### config.mk
export PLATFORM = sky130hd
export DESIGN_NAME = ipg_gap_ctrl
export DESIGN_NICKNAME = d
export VERILOG_FILES = /design/src/ipg_pkg.sv /design/src/ipg_gap_counter.sv /design/src/ipg_gap_ctrl.sv
export SDC_FILE = /design/constraint.sdc
export NUM_CORES = 1
export LEC_CHECK = 0
export BUFFER_PORTS_ARGS = -buffer_cell sky130_fd_sc_hd__buf_2
export CAP_MARGIN = 30
export CORE_ASPECT_RATIO = 0.5
export CORE_MARGIN = 5
export CORE_UTILIZATION = 48
export CTS_CLUSTER_SIZE = 40
export DETAILED_ROUTE_END_ITERATION = 10
export PLACE_DENSITY = 0.79
export SLEW_MARGIN = 20
export SYNTH_ARGS = -nofsm -noshare
export SYNTH_HDL_FRONTEND = slang
export SYNTH_SLANG_ARGS = --single-unit
export TNS_END_PERCENT = 5
### constraint.sdc
create_clock -name clk -period 3.35 [get_ports clk]
set_clock_uncertainty 0.2 [all_clocks]
set_input_delay 0.1675 -clock clk [delete_from_list [all_inputs] [get_ports clk]]
set_output_delay 0.1675 -clock clk [all_outputs]
set_load 0.05 [all_outputs]
### src/ipg_pkg.sv
// Constants for the transmit interpacket gap control block.
// Assumes a single 50 MHz clock and the plain register port of the block.
package ipg_pkg;

  // ----------------------------------------------------------------------
  // Widths
  // ----------------------------------------------------------------------
  localparam int unsigned GAP_W  = 7;
  localparam int unsigned CNT_W  = 8;
  localparam int unsigned ADDR_W = 8;
  localparam int unsigned DATA_W = 32;

  // ----------------------------------------------------------------------
  // Register offsets (byte addresses)
  // ----------------------------------------------------------------------
  localparam logic [7:0] OFF_GAP        = 8'h00;
  localparam logic [7:0] OFF_GAP_DROP   = 8'h04;
  localparam logic [7:0] OFF_GAP_RAISE  = 8'h08;
  localparam logic [7:0] OFF_GAP_TOGGLE = 8'h0C;
  localparam logic [7:0] OFF_MODE       = 8'h10;
  localparam logic [7:0] OFF_STATUS     = 8'h14;

  // ----------------------------------------------------------------------
  // Reset values and offsets
  // ----------------------------------------------------------------------
  localparam logic [6:0] GAP_RESET   = 7'h12;
  localparam logic       MODE_RESET  = 1'b0;
  localparam logic [7:0] FULL_OFFSET = 8'h03;
  localparam logic [7:0] HALF_OFFSET = 8'h06;

  // ----------------------------------------------------------------------
  // Field positions
  // ----------------------------------------------------------------------
  localparam int unsigned MODE_FULL_BIT     = 0;
  localparam int unsigned STATUS_DONE_BIT   = 0;
  localparam int unsigned STATUS_TARGET_LSB = 8;
  localparam int unsigned STATUS_COUNT_LSB  = 16;

  // ----------------------------------------------------------------------
  // Access size codes
  // ----------------------------------------------------------------------
  localparam logic [1:0] SIZE_8  = 2'h0;
  localparam logic [1:0] SIZE_16 = 2'h1;
  localparam logic [1:0] SIZE_32 = 2'h2;

  typedef enum logic [1:0] {
    IPG_WR_PLAIN,
    IPG_WR_DROP,
    IPG_WR_RAISE,
    IPG_WR_TOGGLE
  } ipg_wr_kind_e;

endpackage : ipg_pkg

### src/ipg_gap_counter.sv
// Nibble-time gap counter between back-to-back transmitted packets.
// Assumes nibble_tick is a one-cycle pulse once per nibble time.
`timescale 1ns/1ps
module ipg_gap_counter #(
  parameter int unsigned CNT_W = ipg_pkg::CNT_W
) (
  input  logic             clk,
  input  logic             reset,
  input  logic             frame_end,
  input  logic             nibble_tick,
  input  logic [CNT_W-1:0] target,
  output logic             gap_ok,
  output logic [CNT_W-1:0] elapsed
);

  logic             busy_q;
  logic             busy_d;
  logic [CNT_W-1:0] count_q;
  logic [CNT_W-1:0] count_d;

  // ----------------------------------------------------------------------
  // Counter
  // ----------------------------------------------------------------------
  always_comb
  begin
    busy_d  = busy_q;
    count_d = count_q;
    if (frame_end)
    begin
      busy_d  = 1'b1;
      count_d = '0;
    end
    else if (busy_q && (count_q >= target))
    begin
      busy_d = 1'b0;
    end
    else if (busy_q && nibble_tick)
    begin
      count_d = count_q + 1'b1;
    end
  end

  always_ff @(posedge clk)
  begin
    if (reset)
    begin
      busy_q  <= 1'b0;
      count_q <= '0;
    end
    else
    begin
      busy_q  <= busy_d;
      count_q <= count_d;
    end
  end

  // Target may move mid-gap; the live value is compared
  assign gap_ok  = !busy_q;
  assign elapsed = count_q;
endmodule : ipg_gap_counter

### src/ipg_gap_ctrl.sv
// Transmit back-to-back gap control: register file plus gap counter.
// Assumes one clock, synchronous strobes and a tick per nibble time.
//
// Functional notes
// - Hold 7-bit minimum gap field in nibbles
// - Full duplex enforces field plus three
// - Half duplex enforces field plus six
// - 16/32-bit accesses work, 8-bit ignored
// - Bits 31 to 7 read zero
// - Drop, raise, toggle aliases at 4/8/C
//
// Design decisions made here: the placing of the registers and strobed register access.
`timescale 1ns/1ps
module ipg_gap_ctrl #(
  parameter int unsigned GAP_W = ipg_pkg::GAP_W,
  parameter int unsigned CNT_W = ipg_pkg::CNT_W
) (
  input  logic                        clk,
  input  logic                        reset,
  input  logic [ipg_pkg::ADDR_W-1:0]  reg_addr,
  input  logic [ipg_pkg::DATA_W-1:0]  reg_wdata,
  input  logic [1:0]                  reg_size,
  input  logic                        reg_wr,
  input  logic                        reg_rd,
  output logic [ipg_pkg::DATA_W-1:0]  reg_rdata,
  input  logic                        tx_frame_end,
  input  logic                        nibble_tick,
  output logic                        tx_gap_ok,
  output logic                        full_duplex
);

  // ----------------------------------------------------------------------
  // Elaboration checks
  // ----------------------------------------------------------------------
  if (GAP_W < 1 || GAP_W > 7)
  begin : g_bad_gap_w
    $error("GAP_W must be 1 to 7");
  end
  // Counter must hold field plus six; status packs it into eight bits
  if ((1 << CNT_W) < (1 << GAP_W) + 6 || CNT_W > 8)
  begin : g_bad_cnt_w
    $error("CNT_W must hold the largest target and stay within 8");
  end

  // ----------------------------------------------------------------------
  // Functions
  // ----------------------------------------------------------------------
  // Lanes a write may touch; 8-bit and unknown sizes touch none
  function automatic logic [31:0] lane_mask(input logic [1:0] size,
                                           input logic       upper);
    logic [31:0] m;
    m = 32'h0000_0000;
    if (size == ipg_pkg::SIZE_32)
    begin
      m = 32'hFFFF_FFFF;
    end
    else if (size == ipg_pkg::SIZE_16)
    begin
      m = upper ? 32'hFFFF_0000 : 32'h0000_FFFF;
    end
    return m;
  endfunction : lane_mask

  // Low two address bits only pick a half; the word decides the register
  function automatic logic [ipg_pkg::ADDR_W-1:0] word_addr(
    input logic [ipg_pkg::ADDR_W-1:0] addr
  );
    return {addr[ipg_pkg::ADDR_W-1:2], 2'b00};
  endfunction : word_addr

  function automatic logic [GAP_W-1:0] apply_write(
    input logic [GAP_W-1:0]    cur,
    input logic [GAP_W-1:0]    data,
    input logic [GAP_W-1:0]    mask,
    input ipg_pkg::ipg_wr_kind_e kind
  );
    logic [GAP_W-1:0] v;
    v = cur;
    unique case (kind)
      ipg_pkg::IPG_WR_PLAIN:  v = (cur & ~mask) | (data & mask);
      ipg_pkg::IPG_WR_DROP:   v = cur & ~(data & mask);
      ipg_pkg::IPG_WR_RAISE:  v = cur | (data & mask);
      ipg_pkg::IPG_WR_TOGGLE: v = cur ^ (data & mask);
    endcase
    return v;
  endfunction : apply_write

  // ----------------------------------------------------------------------
  // Register state
  // ----------------------------------------------------------------------
  logic [GAP_W-1:0]           gap_q;
  logic [GAP_W-1:0]           gap_d;
  logic                       mode_q;
  logic                       mode_d;
  logic [31:0]                rdata_q;
  logic [31:0]                rdata_d;
  logic [31:0]                wmask;
  logic                       wr_ok;
  logic                       rd_ok;
  logic                       gap_hit;
  ipg_pkg::ipg_wr_kind_e      wr_kind;
  logic [CNT_W-1:0]           target;
  logic [CNT_W-1:0]           elapsed;

  // 8-bit accesses are dropped whole, reads as well as writes
  assign wmask = lane_mask(reg_size, reg_addr[1]);
  assign wr_ok = reg_wr && (wmask != 32'h0000_0000);
  assign rd_ok = reg_rd && (wmask != 32'h0000_0000);

  // ----------------------------------------------------------------------
  // Address decode
  // ----------------------------------------------------------------------
  always_comb
  begin
    gap_hit = 1'b1;
    wr_kind = ipg_pkg::IPG_WR_PLAIN;
    unique case (word_addr(reg_addr))
      ipg_pkg::OFF_GAP:        wr_kind = ipg_pkg::IPG_WR_PLAIN;
      ipg_pkg::OFF_GAP_DROP:   wr_kind = ipg_pkg::IPG_WR_DROP;
      ipg_pkg::OFF_GAP_RAISE:  wr_kind = ipg_pkg::IPG_WR_RAISE;
      ipg_pkg::OFF_GAP_TOGGLE: wr_kind = ipg_pkg::IPG_WR_TOGGLE;
      default:                 gap_hit = 1'b0;
    endcase
  end

  // ----------------------------------------------------------------------
  // Register writes
  // ----------------------------------------------------------------------
  always_comb
  begin
    gap_d  = gap_q;
    mode_d = mode_q;
    if (wr_ok && gap_hit)
    begin
      // Bits above the field have no storage
      gap_d = apply_write(gap_q, reg_wdata[GAP_W-1:0], wmask[GAP_W-1:0],
                          wr_kind);
    end
    else if (wr_ok && (word_addr(reg_addr) == ipg_pkg::OFF_MODE))
    begin
      if (wmask[ipg_pkg::MODE_FULL_BIT])
      begin
        mode_d = reg_wdata[ipg_pkg::MODE_FULL_BIT];
      end
    end
  end

  // ----------------------------------------------------------------------
  // Register reads
  // ----------------------------------------------------------------------
  // Read data stand one cycle only, then fall back to zero
  always_comb
  begin
    rdata_d = 32'h0000_0000;
    if (rd_ok)
    begin
      if (gap_hit)
      begin
        rdata_d[GAP_W-1:0] = gap_q;
      end
      else if (word_addr(reg_addr) == ipg_pkg::OFF_MODE)
      begin
        rdata_d[ipg_pkg::MODE_FULL_BIT] = mode_q;
      end
      else if (word_addr(reg_addr) == ipg_pkg::OFF_STATUS)
      begin
        rdata_d[ipg_pkg::STATUS_DONE_BIT] = tx_gap_ok;
        rdata_d[ipg_pkg::STATUS_TARGET_LSB +: CNT_W] = target;
        rdata_d[ipg_pkg::STATUS_COUNT_LSB +: CNT_W]  = elapsed;
      end
    end
  end

  always_ff @(posedge clk)
  begin
    if (reset)
    begin
      gap_q   <= ipg_pkg::GAP_RESET[GAP_W-1:0];
      mode_q  <= ipg_pkg::MODE_RESET;
      rdata_q <= 32'h0000_0000;
    end
    else
    begin
      gap_q   <= gap_d;
      mode_q  <= mode_d;
      rdata_q <= rdata_d;
    end
  end

  assign reg_rdata   = rdata_q;
  assign full_duplex = mode_q;

  // ----------------------------------------------------------------------
  // Gap target
  // ----------------------------------------------------------------------
  // Offset differs by duplex; software programs the reduced value
  assign target = CNT_W'(gap_q) + (mode_q ? CNT_W'(ipg_pkg::FULL_OFFSET)
                                          : CNT_W'(ipg_pkg::HALF_OFFSET));

  ipg_gap_counter #(
    .CNT_W (CNT_W)
  ) u_gap_counter (
    .clk         (clk),
    .reset       (reset),
    .frame_end   (tx_frame_end),
    .nibble_tick (nibble_tick),
    .target      (target),
    .gap_ok      (tx_gap_ok),
    .elapsed     (elapsed)
  );
endmodule : ipg_gap_ctrl

==> results.sh <==
export IMPL_ys_seq_area_share_pct=38.46
export IMPL_fin_tns_setup_ns=0
export IMPL_ir_drop_mv=0.1678
export IMPL_p_per_area_nw_per_um2=398.0
export IMPL_area_growth_pct=22.96
export IMPL_dp_cells=329
export IMPL_synthSimpleGateAreaFrac_pct=21.39
export IMPL_synth_main_ff_cell="dfxtp_1"
export IMPL_netlist_area_um2=2082
export IMPL_die_area_um2=5835
export IMPL_fin_ws_ns=0.1670
export IMPL_synth_cell_type_count=41
export IMPL_synth_compound_area_share_pct=14.54
export IMPL_ys_warn_count=0
export IMPL_synth_xor_area_share_pct=2.945
export IMPL_synthMuxAreaShare_pct=2.885
export IMPL_clk_pin_slew_worst_paths_ns=0.08
export IMPL_cp_data_arrival_time_ns=3.18
export IMPL_die_h_um=56.57
export IMPL_synthArstFlopShare_pct=0
export IMPL_dr_pass1_iters=4
export IMPL_fill_cells=335
export IMPL_fp_row_count=16
export IMPL_r2r_setup_slack_ns=0.17
export IMPL_fp_dieW_um=103.1
export IMPL_maxCapViolations=0
export IMPL_dp_slack_ns=0.2547
export IMPL_drive_above_1_share_pct=22.30
export IMPL_grt_max_degree=15
export IMPL_max_freq_mhz=314.2
export IMPL_synthAdderAreaFrac_pct=11.42
export IMPL_p_total_mw=1.019
export IMPL_start_kind="flip-flop"
export IMPL_initialDrtViolationCount=57
export IMPL_synth_seq_cells=40
export IMPL_multi_input_area_um2=1145
export IMPL_nets=362
export IMPL_fin_cells=350
export IMPL_portBuffers=46
export IMPL_h_tree_depth=2
export IMPL_synth_edf_count=0
export IMPL_start_util_pct=51.49
export IMPL_cp_end_kind="flip-flop"
export IMPL_clk_path_buf_depth=2
export IMPL_status="completed"
export IMPL_avgSynthCellArea_um2=8.748
export IMPL_antenna_found_initial=0
export IMPL_grtUsageTotal_pct=16.90
export IMPL_cts_root_buffer="clkbuf_8"
export IMPL_antenna_cells=0
export IMPL_fin_crit_ns=3.183
export IMPL_ant_nets=0
export IMPL_wirelength_um=4838
export IMPL_overflow=0
export IMPL_clk_latency_ns=0.30
export IMPL_synth_top_family_by_area="simple AND/OR/NAND/NOR gates"
export IMPL_remaining_drc_errors=0
export IMPL_rsz0062_at_grt="false"
export IMPL_synthCells=238
export IMPL_worstSetupPathType="reg2reg"
export IMPL_numCtsBuffers=5
export IMPL_design_core_area_um2=4044
export IMPL_regArea_um2=800.8
export IMPL_setup_viol=0
export IMPL_path_max_fanout=14
export IMPL_wl_per_cell_um=13.82
export IMPL_grt_pass1_vias=1743
export IMPL_place_congestion=0.8005
export IMPL_viasPerCell=5.209
export IMPL_dp_hpwl_um=3439
export IMPL_hold_class="in2reg"
export IMPL_cp_required_ns=3.34
export IMPL_design_portCount=82
export IMPL_final_hold_violation_count=0
export IMPL_grt_pass1_wl_um=7824
export IMPL_power_leakage_nw=1.201
export IMPL_cts_sinks=40
export IMPL_post_route_util_pct=63.30
export IMPL_tritoncts="done"
export IMPL_vias=1823
export IMPL_fin_crit_sh_pct=95.01
export IMPL_slew_viol_final=0
[critical path, cell delays in order, from the launching register on]
cell and delay [ns]:
dfxtp_1 0.41, inv_1 0.06, ha_1 0.33, nor2b_1 0.16
o2111ai_1 0.20, xor2_1 0.25, ha_1 0.30, a21oi_1 0.16
o211ai_1 0.15, buf_4 0.17, a211oi_4 0.18, buf_4 0.22
a21oi_1 0.09, a31o_1 0.19
[synthesized netlist by cell type, drive strengths merged (2+ instances only)]
cell / instances / area, um^2
nor2b: 4 / 25.02
buf: 12 / 87.57
nand3: 6 / 30.03
xor2: 4 / 35.03
nand2: 16 / 60.06
o21ai: 9 / 45.04
o211ai: 2 / 15.01
a21oi: 14 / 70.07
xnor2: 3 / 26.28
nor2: 25 / 93.84
mux2i: 6 / 60.06
and3: 4 / 25.02
dfxtp: 40 / 800.8
nand4: 7 / 43.79
clkbuf: 6 / 22.52
ha: 19 / 237.7
or3: 2 / 12.51
a31o: 5 / 43.80
a211oi: 4 / 42.54
a22o: 5 / 43.79
inv: 16 / 60.06
nand2b: 4 / 32.53
and2: 13 / 81.33
[power breakdown]
part | switching (mW) | leakage [nW] | internal (mW)
logic | 0.0665 | 0.814 | 0.0346
registers | 0.00226 | 0.323 | 0.477
clock network | 0.176 | 0.0645 | 0.263
total | 0.244 | 1.20 | 0.775
[cells by family after synthesis]
logic type / Yosys count
XOR/XNOR: 7
AO/OA/AOI/OAI: 44
adder cells (fa/ha/maj): 19
buffers and inverters: 34
other: 1
multiplexers: 6
flip-flops: 40
AND/OR/NAND/NOR: 87
[per-stage QoR]
stage | hold slack [ns] | instance area [um^2]
2_1_floorplan | 0.08817 | 2112
3_3_place_gp | 0.2484 | 2307
3_5_place_dp | 0.2430 | 2307
4_1_cts | 0.01548 | 2534
5_1_grt | 0.02023 | 2560
6_report | 0.01708 | 2560
[worst paths after layout]
| kind | start | endpoint | cells past startpoint |
|---|---|---|---|
| worst max-delay path | full_duplex | u_gap_counter.elapsed[2] | 13 |
| worst min-delay path | reset | gap_q[1] | 2 |
| worst max register to register | full_duplex | u_gap_counter.elapsed[2] | 13 |
| worst min register to register | u_gap_counter.elapsed[6] | reg_rdata[22] | 2 |
[layer usage]
| metal | up-vias | part of all wire (%) | GRT usage [%] |
|---|---|---|---|
| li1 | 913 | - | - |
| met3 | 9 | 5.0 | 4.326 |
| met1 | 859 | 42 | 19.75 |
| met4 | 0 | 1.3 | 5.904 |
| met5 | - | 0 | 0 |
| met2 | 42 | 52 | 29.72 |
[timing repair]
| item | CTS | global route |
|---|---|---|
| endpoints found under the setup margin | 0 | 1 |
| gates resized for setup | 0 | 1 |
| buffers inserted | 0 | 3 |
| hold endpoints to repair | 6 | 0 |
| hold buffers | 10 | 0 |
[final cells by class]
class                      instances  share of cell area [%]
inverter                          16                   2.346
clock inverter                     1                   1.173
sequential                        40                   31.28
multi-input combinational        172                   44.72
timing repair buffer              60                   14.08
tap                               54                   2.639
clock buffer                       7                   3.763
[flip-flops by register name, summed over array words and instances, names as in the netlist]
register / flops
full_duplex: 1
u_gap_counter.busy_q: 1
gap_q: 7
u_gap_counter.elapsed: 8
reg_rdata: 23
[cells in the final DEF, fill, tap and decap left out, types with 2 or more instances in the layout]
cell and n:
mux2i_1 6, nand2_1 16, nand2b_1 3, o211ai_1 2
conb_1 9, clkbuf_8 7, xor2_1 4, a21oi_1 13
xnor2_1 3, dlygate4sd3_1 10, buf_4 4, or3_1 2
a211oi_1 3, ha_1 19, nor2b_1 4, and3_1 4
nand3_1 6, nor2_1 25, a22o_1 5, and2_1 13
dfxtp_1 40, a31o_1 2, inv_1 16, buf_2 46
nand4_1 7, o21ai_0 9, a31o_2 3
Power figures use the tool's default switching activity.
